===== config.mk =====
export PLATFORM = sky130hd
export DESIGN_NAME = adcs_seq
export DESIGN_NICKNAME = d
export VERILOG_FILES = /design/src/include/adcs_pkg.sv /design/src/include/adcs_tmr_if.sv /design/src/verilog/adcs_delay.sv /design/src/verilog/adcs_seq.sv
export SDC_FILE = /design/constraint.sdc
export NUM_CORES = 1
export LEC_CHECK = 0
export CORE_MARGIN = 10
export CORE_UTILIZATION = 32
export DETAILED_ROUTE_END_ITERATION = 8
export DONT_BUFFER_PORTS = 1
export HOLD_SLACK_MARGIN = 0.05
export PLACE_DENSITY = 0.49
export SLEW_MARGIN = 20
export SYNTH_ARGS = -nofsm -noshare
export SYNTH_HDL_FRONTEND = slang
export SYNTH_SLANG_ARGS = --single-unit
export TNS_END_PERCENT = 20

===== constraint.sdc =====
create_clock -name pclk -period 6.7 [get_ports pclk]
set_input_delay 1.005 -clock pclk [delete_from_list [all_inputs] [get_ports pclk]]
set_output_delay 1.005 -clock pclk [all_outputs]
set_load 0.02 [all_outputs]

===== src/include/adcs_pkg.sv =====
package adcs_pkg;
  // ----------------------------------------
  // data path
  // ----------------------------------------
  localparam int RES_W = 10;
  localparam int NSLOT = 8;
  localparam int CFG_W = 23;
  localparam int NSRC  = 4;

  // ----------------------------------------
  // register map, one window per host
  // ----------------------------------------
  localparam int         HOST_BIT = 5;
  localparam logic [1:0] WIN_HI   = 2'h0;
  localparam logic [4:0] OFF_CTRL = 5'h00;
  localparam logic [4:0] OFF_THR  = 5'h04;
  localparam logic [4:0] OFF_RESA = 5'h08;
  localparam logic [4:0] OFF_RESB = 5'h0c;
  localparam logic [4:0] OFF_STAT = 5'h10;

  // control word fields
  localparam int F_START  = 0;
  localparam int F_TRG_EN = 1;
  localparam int F_TRG_IG = 2;
  localparam int F_SINGLE = 3;
  localparam int F_CHAN   = 4;
  localparam int F_GROUP  = 7;
  localparam int F_DLY    = 8;
  localparam int F_EACH   = 12;
  localparam int F_PLS_EN = 13;
  localparam int F_PLS_8  = 14;
  localparam int F_CH7_ID = 15;
  localparam int F_TOUCH  = 16;
  localparam int F_RDPTR  = 18;
  localparam int F_ALT    = 23;

  // status fields
  localparam int S_DONE = 0;
  localparam int S_PEN  = 1;
  localparam int S_BUSY = 2;
  localparam int S_THR  = 3;

  // reset values
  localparam logic [CFG_W-1:0] CFG_RST = 23'h000000;
  localparam logic [RES_W-1:0] THR_RST = 10'h3ff;

  // ----------------------------------------
  // sequencing constants
  // ----------------------------------------
  localparam logic [1:0] TS_OFF  = 2'h0;
  localparam logic [1:0] TS_PEN  = 2'h1;
  localparam logic [1:0] TS_RES  = 2'h2;
  localparam logic [1:0] TS_POS  = 2'h3;
  localparam logic [1:0] MEAS_X  = 2'h0;
  localparam logic [1:0] MEAS_Y  = 2'h1;
  localparam logic [1:0] MEAS_C  = 2'h2;
  localparam logic [2:0] SLOT_Y0 = 3'h3;
  localparam logic [2:0] SLOT_C0 = 3'h6;
  localparam logic [2:0] SLOT_LAST = 3'h7;
  localparam logic [3:0] CH_TOUCH_X_PLATE_A = 4'hc;
  localparam logic [3:0] CH_TOUCH_Y_PLATE_A = 4'he;
  localparam logic [3:0] PLS_SHORT = 4'h4;
  localparam logic [3:0] PLS_LONG  = 4'h8;
  localparam logic [3:0] DLY_MAX   = 4'h8;

  // timing: delay step of 1 ms at 40 MHz
  localparam int CLK_HZ      = 40_000_000;
  localparam int DLY_STEP_US = 1000;
  localparam int CYC_PER_MS  = CLK_HZ / 1_000_000 * DLY_STEP_US;

  typedef enum logic [1:0] {
    ST_IDLE  = 2'b00,
    ST_DELAY = 2'b01,
    ST_START = 2'b10,
    ST_WAIT  = 2'b11
  } adcs_state_t;
endpackage


===== src/include/adcs_tmr_if.sv =====
`timescale 1ns/1ps
`default_nettype none
// delay timer handshake between sequencer and timer
interface adcs_tmr_if;
  logic       load;
  logic [3:0] ms;
  logic       done;
  modport ctl (output load, output ms, input done);
  modport tmr (input load, input ms, output done);
endinterface
`default_nettype wire


===== src/verilog/adcs_delay.sv =====
`timescale 1ns/1ps
`default_nettype none
module adcs_delay
  import adcs_pkg::*;
#(
  parameter int unsigned CYC = CYC_PER_MS
) (
  input wire logic pclk,
  input wire logic presetn,
  adcs_tmr_if.tmr  t
);
  localparam int CW = $clog2(CYC);

  logic [3:0]    ms_reg;
  logic [CW-1:0] cyc_reg;

  // ----------------------------------------
  // millisecond down counter
  // ----------------------------------------
  // requests above the top step are clamped
  wire logic [3:0] ms_clip = (t.ms > DLY_MAX) ? DLY_MAX : t.ms;
  wire logic       cyc_end = (cyc_reg == '0);

  // load restarts the wait from scratch
  always_ff @(posedge pclk or negedge presetn) begin
    if (!presetn) begin
      ms_reg  <= 4'h0;
      cyc_reg <= '0;
    end else if (t.load) begin
      ms_reg  <= ms_clip;
      cyc_reg <= CW'(CYC - 1);
    end else if (ms_reg != 4'h0) begin
      ms_reg  <= cyc_end ? ms_reg - 4'h1 : ms_reg;
      cyc_reg <= cyc_end ? CW'(CYC - 1) : cyc_reg - 1'b1;
    end
  end

  // a load in flight is never reported as done
  assign t.done = (ms_reg == 4'h0) & ~t.load;
endmodule // adcs_delay
`default_nettype wire


===== src/verilog/adcs_seq.sv =====
// Contract
// - one shared core, 10-bit result each
// - group bit picks channels 0-7 or 8-15
// - start by trigger rising edge or command
// - eight group channels or eight on one
// - compare results against preset threshold
// - 0-8 ms delay, optionally between conversions
// - ignore bit blocks every trigger pin edge
// - completion interrupt only to requesting host
// - arbitrate both hosts, one series at once
// - eight results held in one bank
// - pulse output spans 4 or 8 conversions
// - thermistor bias only during conversions
// - channel 7 picks temperature or id voltage
// - pen detect without core, interrupts host
// - resistive and position modes, contact too
// - slots X 0-2, Y 3-5, contact 6-7
// - each read returns two 10-bit results
// - bit 23 set writes queued alternate set
// - bit 23 reads 0, alternate unreadable
// - two separate result registers
//
// Local design decisions: register access over APB and the register offsets.
`timescale 1ns/1ps
`default_nettype none
module adcs_seq
  import adcs_pkg::*;
#(
  parameter int unsigned CYC_PER_MS_P = CYC_PER_MS
) (
  input  wire logic             pclk,
  input  wire logic             presetn,
  input  wire logic             psel,
  input  wire logic             penable,
  input  wire logic             pwrite,
  input  wire logic [7:0]       paddr,
  input  wire logic [31:0]      pwdata,
  output var  logic [31:0]      prdata,
  output var  logic             pready,
  output var  logic             pslverr,
  input  wire logic             external_conversion_trigger,
  input  wire logic             pen_contact,
  output var  logic             sar_start,
  output var  logic [3:0]       sar_channel,
  input  wire logic             sar_done,
  input  wire logic [RES_W-1:0] sar_result,
  output var  logic             conversion_pulse_output,
  output var  logic             thermistor_bias_en,
  output var  logic             temp_or_id_select,
  output var  logic [1:0]       touch_mode_out,
  output var  logic [1:0]       touch_meas_sel,
  output var  logic [1:0]       host_irq
);
  adcs_tmr_if tif ();

  adcs_delay #(.CYC(CYC_PER_MS_P)) u_delay (
    .pclk    (pclk),
    .presetn (presetn),
    .t       (tif.tmr)
  );

  logic [CFG_W-1:0] cfg_reg [NSRC];
  logic [RES_W-1:0] thr_reg [2];
  logic [RES_W-1:0] slot_mem [NSLOT];
  logic [NSRC-1:0]  age_reg [NSRC];
  logic [NSRC-1:0]  pend_reg;
  logic [1:0]       done_reg;
  logic [1:0]       pen_reg;
  logic [1:0]       thr_hit_reg;
  logic [CFG_W-1:0] act_cfg_reg;
  logic [1:0]       act_src_reg;
  logic [2:0]       slot_reg;
  logic [2:0]       slot_next;
  adcs_state_t      state_reg;
  adcs_state_t      state_next;
  logic             trig_meta_reg;
  logic             trig_sync_reg;
  logic             trig_prev_reg;
  logic             pen_meta_reg;
  logic             pen_sync_reg;
  logic             pen_prev_reg;

  // ----------------------------------------
  // pin synchronisers
  // ----------------------------------------
  // both pins come from outside the clock domain
  always_ff @(posedge pclk or negedge presetn) begin
    if (!presetn) begin
      trig_meta_reg <= 1'b0;
      trig_sync_reg <= 1'b0;
      trig_prev_reg <= 1'b0;
      pen_meta_reg  <= 1'b0;
      pen_sync_reg  <= 1'b0;
      pen_prev_reg  <= 1'b0;
    end else begin
      trig_meta_reg <= external_conversion_trigger;
      trig_sync_reg <= trig_meta_reg;
      trig_prev_reg <= trig_sync_reg;
      pen_meta_reg  <= pen_contact;
      pen_sync_reg  <= pen_meta_reg;
      pen_prev_reg  <= pen_sync_reg;
    end
  end

  wire logic trig_edge = trig_sync_reg & ~trig_prev_reg;
  wire logic pen_edge  = pen_sync_reg & ~pen_prev_reg;

  // ----------------------------------------
  // apb decode
  // ----------------------------------------
  wire logic       setup    = psel & ~penable;
  wire logic       wr       = psel & penable & pready & pwrite;
  wire logic       win_host = paddr[HOST_BIT];
  wire logic [4:0] off      = paddr[4:0];
  wire logic       in_win   = (paddr[7:6] == WIN_HI);
  wire logic       wr_ctrl  = wr & in_win & (off == OFF_CTRL);
  wire logic       wr_thr   = wr & in_win & (off == OFF_THR);
  wire logic       wr_stat  = wr & in_win & (off == OFF_STAT);
  wire logic [1:0] wr_src   = {win_host, pwdata[F_ALT]};
  wire logic [1:0] own_src  = {win_host, 1'b0};
  wire logic       busy     = (state_reg != ST_IDLE);

  // result pairs, read pointer picks the first pair
  wire logic [1:0] ptr_a = cfg_reg[own_src][F_RDPTR +: 2];
  wire logic [1:0] ptr_b = ptr_a + 2'h1;
  wire logic [31:0] res_a = {12'h000, slot_mem[{ptr_a, 1'b1}],
                             slot_mem[{ptr_a, 1'b0}]};
  wire logic [31:0] res_b = {12'h000, slot_mem[{ptr_b, 1'b1}],
                             slot_mem[{ptr_b, 1'b0}]};
  // control read shows own set only, select bit forced low
  wire logic [31:0] rd_ctrl = {9'h000, cfg_reg[own_src]};
  wire logic [31:0] rd_stat = {28'h0000000, thr_hit_reg[win_host], busy,
                               pen_reg[win_host], done_reg[win_host]};
  wire logic [31:0] rd_thr  = {22'h000000, thr_reg[win_host]};
  wire logic        rd_hit  = in_win & ((off == OFF_CTRL) | (off == OFF_THR) |
                              (off == OFF_RESA) | (off == OFF_RESB) |
                              (off == OFF_STAT));
  wire logic [31:0] rd_data =
    (off == OFF_CTRL) ? rd_ctrl :
    (off == OFF_THR)  ? rd_thr  :
    (off == OFF_RESA) ? res_a   :
    (off == OFF_RESB) ? res_b   :
    (off == OFF_STAT) ? rd_stat : 32'h00000000;

  // zero wait: answer in the cycle after setup
  always_ff @(posedge pclk or negedge presetn) begin
    if (!presetn) begin
      prdata  <= 32'h00000000;
      pready  <= 1'b0;
      pslverr <= 1'b0;
    end else begin
      prdata  <= (setup & ~pwrite & rd_hit) ? rd_data : 32'h00000000;
      pready  <= setup;
      pslverr <= setup & ~rd_hit;
    end
  end

  // ----------------------------------------
  // control sets and thresholds
  // ----------------------------------------
  // start bit is a command, never stored
  always_ff @(posedge pclk or negedge presetn) begin
    if (!presetn) begin
      for (int i = 0; i < NSRC; i++) cfg_reg[i] <= CFG_RST;
      thr_reg[0] <= THR_RST;
      thr_reg[1] <= THR_RST;
    end else begin
      if (wr_ctrl) cfg_reg[wr_src] <= {pwdata[CFG_W-1:1], 1'b0};
      if (wr_thr) thr_reg[win_host] <= pwdata[RES_W-1:0];
    end
  end

  // ----------------------------------------
  // request queue in arrival order
  // ----------------------------------------
  logic [NSRC-1:0] req_vec;
  logic [NSRC-1:0] new_vec;
  logic [NSRC-1:0] grant;
  logic [1:0]      pick;
  logic [NSRC-1:0] pop_vec;
  wire logic       pop = (state_reg == ST_IDLE) & (|pend_reg);

  // age_reg[i][j] set: source j waits longer than i
  for (genvar i = 0; i < NSRC; i++) begin : g_src
    assign req_vec[i] = (wr_ctrl & pwdata[F_START] & (wr_src == 2'(i))) |
                        ((i % 2 == 0) & trig_edge & cfg_reg[i][F_TRG_EN] &
                         ~cfg_reg[i][F_TRG_IG]);
    assign new_vec[i] = req_vec[i] & ~pend_reg[i];
    assign grant[i]   = pend_reg[i] & ~(|(age_reg[i] & pend_reg));

    always_ff @(posedge pclk or negedge presetn) begin
      if (!presetn) begin
        age_reg[i] <= '0;
      end else begin
        for (int j = 0; j < NSRC; j++) begin
          if (new_vec[i]) age_reg[i][j] <= pend_reg[j] | (new_vec[j] & (j < i));
          else if (new_vec[j]) age_reg[i][j] <= 1'b0;
        end
      end
    end
  end

  // same-cycle ties go to the lower source index
  assign pick    = grant[0] ? 2'h0 : grant[1] ? 2'h1 : grant[2] ? 2'h2 : 2'h3;
  assign pop_vec = pop ? (4'h1 << pick) : 4'h0;

  // a request for a source already waiting merges with it
  always_ff @(posedge pclk or negedge presetn) begin
    if (!presetn) pend_reg <= '0;
    else pend_reg <= (pend_reg | new_vec) & ~pop_vec;
  end

  // ----------------------------------------
  // sequencer
  // ----------------------------------------
  wire logic conv_ok = (state_reg == ST_WAIT) & sar_done;
  wire logic last    = (slot_reg == SLOT_LAST);
  wire logic fin     = conv_ok & last;
  wire logic each    = act_cfg_reg[F_EACH];

  // delay runs before the first and, if asked, every conversion
  assign tif.load = pop | (conv_ok & ~last & each);
  assign tif.ms   = pop ? cfg_reg[pick][F_DLY +: 4] : act_cfg_reg[F_DLY +: 4];

  // one conversion at a time on the shared core
  always_comb begin
    state_next = state_reg;
    slot_next  = slot_reg;
    case (state_reg)
      ST_IDLE: begin
        if (pop) begin
          state_next = ST_DELAY;
          slot_next  = 3'h0;
        end
      end
      ST_DELAY: begin
        if (tif.done) state_next = ST_START;
      end
      ST_START: state_next = ST_WAIT;
      ST_WAIT: begin
        if (sar_done) begin
          state_next = last ? ST_IDLE : (each ? ST_DELAY : ST_START);
          slot_next  = last ? slot_reg : slot_reg + 3'h1;
        end
      end
      default: state_next = ST_IDLE;
    endcase
  end

  // channel choice from the slot about to run
  wire logic [1:0] ts_mode = act_cfg_reg[F_TOUCH +: 2];
  wire logic       is_ts   = (ts_mode == TS_RES) | (ts_mode == TS_POS);
  wire logic [1:0] meas    = (slot_next < SLOT_Y0) ? MEAS_X :
                             (slot_next < SLOT_C0) ? MEAS_Y : MEAS_C;
  // position reads each axis through the opposite plate
  wire logic [3:0] ts_ch   = (meas == MEAS_C) ? CH_TOUCH_X_PLATE_A :
                             ((meas == MEAS_X) == (ts_mode == TS_RES)) ?
                             CH_TOUCH_X_PLATE_A : CH_TOUCH_Y_PLATE_A;
  wire logic [2:0] in_grp  = act_cfg_reg[F_SINGLE] ? act_cfg_reg[F_CHAN +: 3]
                             : slot_next;
  wire logic [3:0] sel_ch  = is_ts ? ts_ch
                             : {act_cfg_reg[F_GROUP], in_grp};
  wire logic [3:0] pls_len = act_cfg_reg[F_PLS_8] ? PLS_LONG : PLS_SHORT;
  wire logic       in_conv = (state_next == ST_START) |
                             (state_next == ST_WAIT);
  wire logic       in_ser  = in_conv |
                             ((state_next == ST_DELAY) & (slot_next != 3'h0));

  // sequencer state, active set latched at pop
  always_ff @(posedge pclk or negedge presetn) begin
    if (!presetn) begin
      state_reg   <= ST_IDLE;
      slot_reg    <= 3'h0;
      act_src_reg <= 2'h0;
      act_cfg_reg <= CFG_RST;
    end else begin
      state_reg <= state_next;
      slot_reg  <= slot_next;
      if (pop) begin
        act_src_reg <= pick;
        act_cfg_reg <= cfg_reg[pick];
      end
    end
  end

  // one bank of eight, shared by every series
  always_ff @(posedge pclk or negedge presetn) begin
    if (!presetn) begin
      for (int i = 0; i < NSLOT; i++) slot_mem[i] <= '0;
    end else if (conv_ok) begin
      slot_mem[slot_reg] <= sar_result;
    end
  end

  // ----------------------------------------
  // per host status and interrupt
  // ----------------------------------------
  logic [1:0] done_next;
  logic [1:0] pen_next;
  logic [1:0] thr_hit_next;

  // a set event beats a clear in the same cycle
  for (genvar h = 0; h < 2; h++) begin : g_host
    wire logic clr  = wr_stat & (win_host == 1'(h));
    wire logic mine = (act_src_reg[1] == 1'(h));
    wire logic pen_ev = pen_edge & ~busy &
                        (cfg_reg[2*h][F_TOUCH +: 2] == TS_PEN);
    wire logic thr_ev = conv_ok & mine & (sar_result > thr_reg[h]);

    assign done_next[h] = (fin & mine) |
                          (done_reg[h] & ~(clr & pwdata[S_DONE]));
    assign pen_next[h] = pen_ev | (pen_reg[h] & ~(clr & pwdata[S_PEN]));
    assign thr_hit_next[h] = thr_ev | (thr_hit_reg[h] & ~(clr & pwdata[S_THR]));
  end

  // one process owns every status bit of both hosts
  always_ff @(posedge pclk or negedge presetn) begin
    if (!presetn) begin
      done_reg    <= 2'h0;
      pen_reg     <= 2'h0;
      thr_hit_reg <= 2'h0;
      host_irq    <= 2'h0;
    end else begin
      done_reg    <= done_next;
      pen_reg     <= pen_next;
      thr_hit_reg <= thr_hit_next;
      host_irq    <= done_reg | pen_reg;
    end
  end

  // ----------------------------------------
  // core and analog side controls
  // ----------------------------------------
  // pen detect bias is shown while the core is free and a host's primary set selects pen mode, or while the active set's touch mode is pen
  wire logic pen_arm = (cfg_reg[0][F_TOUCH +: 2] == TS_PEN) |
                       (cfg_reg[2][F_TOUCH +: 2] == TS_PEN);

  always_ff @(posedge pclk or negedge presetn) begin
    if (!presetn) begin
      sar_start               <= 1'b0;
      sar_channel             <= 4'h0;
      conversion_pulse_output <= 1'b0;
      thermistor_bias_en      <= 1'b0;
      temp_or_id_select       <= 1'b0;
      touch_mode_out          <= TS_OFF;
      touch_meas_sel          <= MEAS_X;
    end else begin
      sar_start <= (state_next == ST_START);
      if (state_next == ST_START) sar_channel <= sel_ch;
      conversion_pulse_output <= act_cfg_reg[F_PLS_EN] & in_ser &
                                 ({1'b0, slot_next} < pls_len);
      thermistor_bias_en <= in_conv;
      temp_or_id_select  <= busy ? act_cfg_reg[F_CH7_ID]
                                 : cfg_reg[0][F_CH7_ID];
      touch_mode_out <= busy ? ts_mode : (pen_arm ? TS_PEN : TS_OFF);
      touch_meas_sel <= meas;
    end
  end
endmodule // adcs_seq
`default_nettype wire

==> results of run 1 <==
## where the power goes
part	internal (mW)	total, mW	switching (mW)
clock	1.23	1.99	0.761
combinational	0.486	0.971	0.485
sequential	1.95	2.18	0.235
## routing by layer
metal  global-route usage, %  wire length, um
met5                       0               18
met4                    5.22             1010
met3                    3.75             2300
met2                    23.4            18100
met1                    19.9            18100
## worst register-to-register path, delay by kind of cell, from the launching register on
family	cells	cell delay, ps
buffers and inverters	1	420
flip-flops	1	470
multiplexers	1	300
AND/OR/NAND/NOR	3	1600
## cells in the mapped netlist (all sizes together), types with 3 or more instances
cell    number  area share, %
nor2b        6           0.27
or4          6           0.35
mux2i       36            2.6
o32ai        4           0.25
a31o         3           0.19
o31ai        4           0.22
mux2       165             14
o21ai       51            1.8
mux4        29            4.7
dfrtp      262             47
nor4         9           0.52
inv         46            1.3
and3         6           0.27
nor3b        3           0.24
xnor2       11           0.70
and2         5           0.23
o221ai       9           0.57
a21o         9           0.49
a22oi        5           0.27
nand4        9           0.45
a211oi       6           0.33
nand2b      13           0.59
buf         33            1.5
clkbuf      36            1.0
or2          5           0.23
ha          28            2.5
o22ai       36            1.6
a31oi        7           0.43
nor2        52            1.4
a22o         6           0.38
nand3b       3           0.16
dfstp       20            3.8
nand3       20           0.73
nand2      113            3.1
xor2         4           0.25
nor3        22           0.91
a221oi       6           0.38
o22a         6           0.38
a21oi       50            1.8
## logic make-up after synthesis
kind of cell             count (synthesis)  synth area share, %
adder cells (fa/ha/maj)                 28                 2.54
AND/OR/NAND/NOR                        280                 9.92
buffers and inverters                  115                 3.73
flip-flops                             282                 51.3
XOR/XNOR                                15                0.952
other                                    1               0.0272
multiplexers                           230                 20.9
AO/OA/AOI/OAI                          221                 10.7
## cells in the final DEF (no fill, tap or decap), drive strengths merged, types with 7 or more instances in the layout
master	instances
a21o	9
a21oi	50
a31oi	7
buf	15
clkbuf	46
clkinv	12
conb	9
dfrtp	262
dfstp	20
ha	28
inv	47
mux2	165
mux2i	36
mux4	29
nand2	113
nand2b	13
nand3	20
nand4	9
nor2	52
nor3	22
nor4	9
o21ai	51
o221ai	9
o22ai	36
xnor2	11
## through the flow
step / area [um^2] / power (mW) / utilization [%] / std cells
2_1_floorplan: 13800 / 2.94 / - / 1180
3_3_place_gp: 14400 / 3.16 / 33.5 / 1711
3_5_place_dp: 14400 / 3.19 / 33.5 / 1711
4_1_cts: 15600 / 5.21 / 36.3 / 1774
5_1_grt: 15600 / 5.42 / 36.3 / 1774
6_report: 15600 / 5.14 / 36.4 / 1775
## final cells by class
class / count / area (um^2) / share of cell area (%)
inverter: 46 / 173 / 1.11
timing repair buffer: 15 / 113 / 0.722
multi-input combinational: 783 / 6270 / 40.2
antenna: 1 / 2.50 / 0.0161
clock buffer: 46 / 1020 / 6.53
clock inverter: 17 / 204 / 1.31
sequential: 282 / 7080 / 45.4
tap: 585 / 732 / 4.70
## how the worst min path moves through the flow
stage | startpoint | endpoint | slack, ps
final | presetn | prdata[6] | 180
after global routing | presetn | prdata[6] | 160
after CTS | presetn | prdata[8] | 170
after detailed placement | pen_meta_reg | pen_sync_reg | 340
after global placement | pen_meta_reg | pen_sync_reg | 340
after floorplan | pen_meta_reg | pen_sync_reg | 330
==> metrics.log, run 1 <==
INFO  metric tritoncts.num_buffers = 35
INFO  metric io_pins = 106
INFO  metric cts_clock_pin_slew_for_the_worst_setup_and_hold_paths = 50 ps
INFO  metric antenna_found_initial = 1
INFO  metric final.period_utilization = 48.5%
INFO  metric final_hold_viol_count = 0
INFO  metric r2r_setup_slack = 3780 ps
INFO  metric irDropWorstVdd = 0.206 mV
INFO  metric setup_violations = 0
INFO  metric netlist_area = 0.0138 mm^2
INFO  metric drtPass1Iterations = 5
INFO  metric crit_path_start = paddr[3]
INFO  metric pre_cts_ws = 2910 ps
INFO  metric count_of_buffers_inserted_at_the_top_level_ports = 0
INFO  metric maximum_level_of_the_cts_h_tree = 2
INFO  metric cts_tree = yes
INFO  metric final.setup.tns = 0 ps
INFO  metric r2r_cells = 5
INFO  metric regToRegEndpoint = cfg_reg[81]
INFO  metric endpoint_kind = register
INFO  metric num_rows = 76
INFO  metric worst_clock_skew_on_the_final_layout = 16.0 ps
INFO  metric clock_latency = 540 ps
INFO  metric worstHoldPathType = primary input to asynchronous set/reset pin
INFO  metric ys_ff_latch = 282
INFO  metric vias_in_the_first_global_route = 9,408
INFO  metric outcome = completed
INFO  metric crit_path_class = primary input to register
INFO  metric cts_setup_buffers = 0
INFO  metric ys_types = 74
INFO  metric cts.sinks = 282
INFO  metric layout-area-overhead-vs-synth = 12.9%
INFO  metric flip_flop_count_of_the_largest_register_after_layout = 80
INFO  metric ctsLongestPathBuffers = 3
INFO  metric cp_data_required_time = 7110 ps
INFO  metric layout_cells_sized_above_1 = 26.8%
INFO  metric detailedRoute.firstIterationViolations = 711
INFO  metric asyncSetResetFlopFracSynth = 100%
INFO  metric die-width = 228 um
INFO  metric synth_sequential_area_ratio = 51.3%
INFO  metric grt_setup_unrepaired = no
INFO  metric die_height = 228 um
INFO  metric worst_r2r_startpoint = pready
INFO  metric final.fill_count = 4,236
INFO  metric vias_per_cell = 5.22
INFO  metric timing.hold.ws = 184 ps
INFO  metric drt_wl_total = 39.6 mm
INFO  metric hold_buffers = 0
INFO  metric synth_enable_flop_cells = 0
INFO  metric slew-limit-headroom = 24.8%
INFO  metric avgSynthCellArea = 11.8 um^2
INFO  metric vias = 9,263
INFO  metric crit_path_max_fanout = 13
INFO  metric fp.coreArea = 0.0429 mm^2
INFO  metric reported_max_cap_violation_count = 0
INFO  metric cts.root.buffer_cell = sky130_fd_sc_hd__clkbuf_16
INFO  metric place_congestion = 0.827
INFO  metric postLayoutSetupSlackWorst = 3450 ps
INFO  metric overflow = 0
INFO  metric detail_route.drc_violations = 0
INFO  metric average_routed_wire_per_standard_cell = 22.3 um
INFO  metric power.leakage = 7.03 nW
INFO  metric critical_path.max_stage_delay = 820 ps
INFO  metric grt_start_max_net_pins = 283
INFO  metric powerDensity = 330 mW/mm^2
INFO  metric synthFlopType = sky130_fd_sc_hd__dfrtp_1
INFO  metric ant_nets = 0
INFO  metric critical_path.slowest_cell = sky130_fd_sc_hd__or4_1
INFO  metric stages_on_worst_setup_path = 5
INFO  metric dp_hpwl = 26.7 mm
INFO  metric fmax = 0.307 GHz
INFO  metric final_net_count = 1,249
INFO  metric timing.critical_path.cells = or4_1, nor3_1, and3_1, buf_4, mux2_2
INFO  metric drv_slew = 0
INFO  metric grt_pass1_wl = 60.3 mm
INFO  metric die_area = 0.0519 mm^2
INFO  metric worstSetupStartpointType = primary input
INFO  metric cpLargestDelayFamily = simple AND/OR/NAND/NOR gates
INFO  metric crit_end = cfg_reg[44]
INFO  metric cts_resized = 0
INFO  metric post_synth_inst_count = 1,172
INFO  metric count_of_buffer_and_inverter_cells_on_the_critical_path = 1
INFO  metric final_critical_path_required_period = 3250 ps
INFO  metric start_util = 32.2%
INFO  metric cp.arrival = 3670 ps
INFO  metric groute.usage.overall = 15.0%
INFO  metric timing_worst_slew_pin_value = 1120 ps
INFO  metric synthesis.yosys.warnings = 0
(Power assumes the default switching activity.)
==> run 2, diff against run 1 <==
--- a/config.mk
+++ b/config.mk
@@ -10,7 +10,7 @@
 export DETAILED_ROUTE_END_ITERATION = 8
 export DONT_BUFFER_PORTS = 1
 export HOLD_SLACK_MARGIN = 0.05
-export PLACE_DENSITY = 0.49
+export PLACE_DENSITY = 0.5
 export SLEW_MARGIN = 20
 export SYNTH_ARGS = -nofsm -noshare
 export SYNTH_HDL_FRONTEND = slang
==> constraint.sdc (replaced) <==
create_clock -name pclk -period 2.9 [get_ports pclk]
set_input_delay 0.435 -clock pclk [delete_from_list [all_inputs] [get_ports pclk]]
set_output_delay 0.435 -clock pclk [all_outputs]
set_load 0.02 [all_outputs]
==> run 2 against run 1 <==
Net effect:
- the flow now finishes with violations (negative hold slack)
- highest routed layer is now met4
- largest cell class unchanged
- clock skew increased by 3.7 ps
- combinational power increased by 150%
- global-route usage increased by 0.63 points
- count of clock-buffer cells in the layout increased by 7
- non-clock buffer count increased by 66
- utilization increased by 1.1 points
==> metrics.log, run 2 (synthesis results as in run 1) <==
INFO  metric fp.coreArea = 0.0429 mm^2 (unchanged)
INFO  metric critical_path.max_stage_delay = 560 ps (-260 ps)
INFO  metric average_routed_wire_per_standard_cell = 22.2 um (-0.48%)
INFO  metric cp_data_required_time = 3340 ps (-3770 ps)
INFO  metric die_height = 228 um (unchanged)
INFO  metric r2r_setup_slack = 430 ps (-3350 ps)
INFO  metric cts_resized = 0 (unchanged)
INFO  metric final_core_util = 37.4% (+1.1 points)
INFO  metric dp_hpwl = 27.2 mm (+1.6%)
INFO  metric count_of_buffers_inserted_at_the_top_level_ports = 0 (unchanged)
INFO  metric cp.arrival = 2910 ps (-760 ps)
INFO  metric setup_violations = 0 (unchanged)
INFO  metric powerDensity = 726 mW/mm^2 (+120%)
INFO  metric endpoint_kind = register
INFO  metric final_critical_path_required_period = 2470 ps
INFO  metric count_of_buffer_and_inverter_cells_on_the_critical_path = 0 (-1)
INFO  metric ctsLongestPathBuffers = 3 (unchanged)
INFO  metric final.period_utilization = 85.1%
INFO  metric die-width = 228 um (unchanged)
INFO  metric die_area = 0.0519 mm^2 (unchanged)
INFO  metric clock_latency = 550 ps (about the same)
INFO  metric r2r_cells = 6 (+1)
INFO  metric vias_in_the_first_global_route = 10,111 (+7.5%)
INFO  metric final_hold_viol_count = 269 (+269)
INFO  metric detailedRoute.firstIterationViolations = 529 (-26%)
INFO  metric detail_route.drc_violations = 0 (unchanged)
INFO  metric worstSetupStartpointType = register
INFO  metric mostFrequentLayoutCell = sky130_fd_sc_hd__dfrtp_1
INFO  metric crit_path_max_fanout = 8 (-5)
INFO  metric cpLargestDelayFamily = simple AND/OR/NAND/NOR gates
INFO  metric groute.usage.overall = 15.7% (+0.63 points)
INFO  metric layout_cells_sized_above_1 = 26.6% (-0.21 points)
INFO  metric violated_checks = negative hold slack
INFO  metric slew-limit-headroom = 53.3% (+29 points)
INFO  metric drv_slew = 0 (unchanged)
INFO  metric hold_buffers = 38 (+38)
INFO  metric drt_wl_total = 40.8 mm (+3.0%)
INFO  metric crit_path_class = register to register
INFO  metric reported_max_cap_violation_count = 0 (unchanged)
INFO  metric cts.root.buffer_cell = sky130_fd_sc_hd__clkbuf_16
INFO  metric multi_input_area = 0.00627 mm^2 (unchanged)
INFO  metric fmax = 0.405 GHz
INFO  metric tritoncts.num_buffers = 35 (unchanged)
INFO  metric vias = 9,524 (+2.8%)
INFO  metric layout-area-overhead-vs-synth = 16.3%
INFO  metric timing_worst_slew_pin_value = 700 ps (-421 ps)
INFO  metric ant_nets = 0 (unchanged)
INFO  metric worstHoldPathType = primary input to asynchronous set/reset pin
INFO  metric place_congestion = 0.778 (-5.9%)
INFO  metric worst_r2r_startpoint = u_delay.cyc_reg[8]
INFO  metric worst_clock_skew_on_the_final_layout = 19.7 ps (+3.71 ps)
INFO  metric drtPass1Iterations = 5 (unchanged)
INFO  metric start_util = 32.2% (unchanged)
INFO  metric maximum_level_of_the_cts_h_tree = 2 (unchanged)
INFO  metric register_area = 0.00708 mm^2 (unchanged)
INFO  metric antenna_found_initial = 3 (+2)
INFO  metric cts_clock_pin_slew_for_the_worst_setup_and_hold_paths = 60 ps (about the same)
INFO  metric grt_setup_unrepaired = no
INFO  metric postLayoutSetupSlackWorst = 433 ps (-3020 ps)
INFO  metric final.fill_count = 4,225 (-0.26%)
INFO  metric timing.critical_path.cells = or4_4, nor4_4, nand4_2, o21ai_1, mux2i_1, a21bo_2
INFO  metric overflow = 0 (unchanged)
INFO  metric outcome = complete, but fails checks
INFO  metric cts_tree = yes
INFO  metric pre_cts_ws = 414 ps (-2500 ps)
INFO  metric num_rows = 76 (unchanged)
INFO  metric final_net_count = 1,315 (+5.3%)
INFO  metric flip_flop_count_of_the_largest_register_after_layout = 80 (unchanged)
INFO  metric io_pins = 106 (unchanged)
INFO  metric final_cell_mix = sky130_fd_sc_hd__dfrtp_1, sky130_fd_sc_hd__mux2_2, sky130_fd_sc_hd__nand2_1, sky130_fd_sc_hd__nor2_1, sky130_fd_sc_hd__o21ai_0
INFO  metric grt_pass1_wl = 63.5 mm (+5.2%)
INFO  metric cts_setup_buffers = 0 (unchanged)
INFO  metric regToRegEndpoint = u_delay.ms_reg[1]
INFO  metric final.setup.tns = 0 ps (unchanged)
INFO  metric timing.hold.ws = -376 ps (-559 ps)
INFO  metric grt_start_max_net_pins = 283 (unchanged)
INFO  metric critical_path.slowest_cell = sky130_fd_sc_hd__or4_4
INFO  metric power.leakage = 7.24 nW (+3.1%)
INFO  metric cts.sinks = 282 (unchanged)
INFO  metric vias_per_cell = 5.18 (-0.65%)
INFO  metric irDropWorstVdd = 0.372 mV (+80%)
run 2: changes by cell type in the layout (fill, tap and decap cells not counted), sizes merged:
cell         change
dlygate4sd3     +38
bufinv           -3
buf             +28
clkbuf           +7
clkinv           -8
run 2: through the flow:
| step | instances | hold slack (ps) | cell area, um^2 | total power, mW |
|---|---|---|---|---|
| floorplan | 1180 | 139 | 13800 | 6.80 |
| global placement | 1739 | 185 | 14600 | 7.37 |
| detailed placement | 1739 | 184 | 14600 | 7.44 |
| CTS | 1836 | -401 | 16100 | 11.8 |
| global route | 1837 | -400 | 16100 | 12.3 |
| finish | 1837 | -376 | 16100 | 11.7 |
run 2: cell type report:
cell class,instances,share of cell area (%)
Sequential cell,282,44.1
Multi-Input combinational cell,783,39.0
Clock buffer,53,6.32
Tap cell,585,4.56
Timing Repair Buffer,81,4.46
Inverter,46,1.08
Clock inverter,6,0.436
Antenna cell,1,0.0156
run 2: report_power, final:
part           leakage (nW)  total [mW]  switching (mW)  internal, mW
clock network         0.531        4.21            1.71          2.50
registers              3.69        5.05           0.548          4.50
logic                  3.02        2.39            1.18          1.22
total                  7.24        11.7            3.44          8.22
run 2: per-layer routing:
layer  global-route usage, %  vias up  routed length [um]
met5                       0        -                   0
met4                    4.53        0                 808
met3                    3.56       48                2450
met2                    25.2      230               19200
met1                    20.7     4862               18400
li1                        -     4384                   -
run 2: worst max path at each step:
stage                                      to  cells past startpoint               start
after floorplan                     prdata[3]                      6            paddr[5]
after detailed placement    u_delay.ms_reg[1]                      6  u_delay.cyc_reg[8]
after global routing      u_delay.cyc_reg[15]                      7        state_reg[1]
after global placement      u_delay.ms_reg[1]                      6  u_delay.cyc_reg[8]
after CTS                   u_delay.ms_reg[1]                      6  u_delay.cyc_reg[8]
final                       u_delay.ms_reg[1]                      6  u_delay.cyc_reg[8]
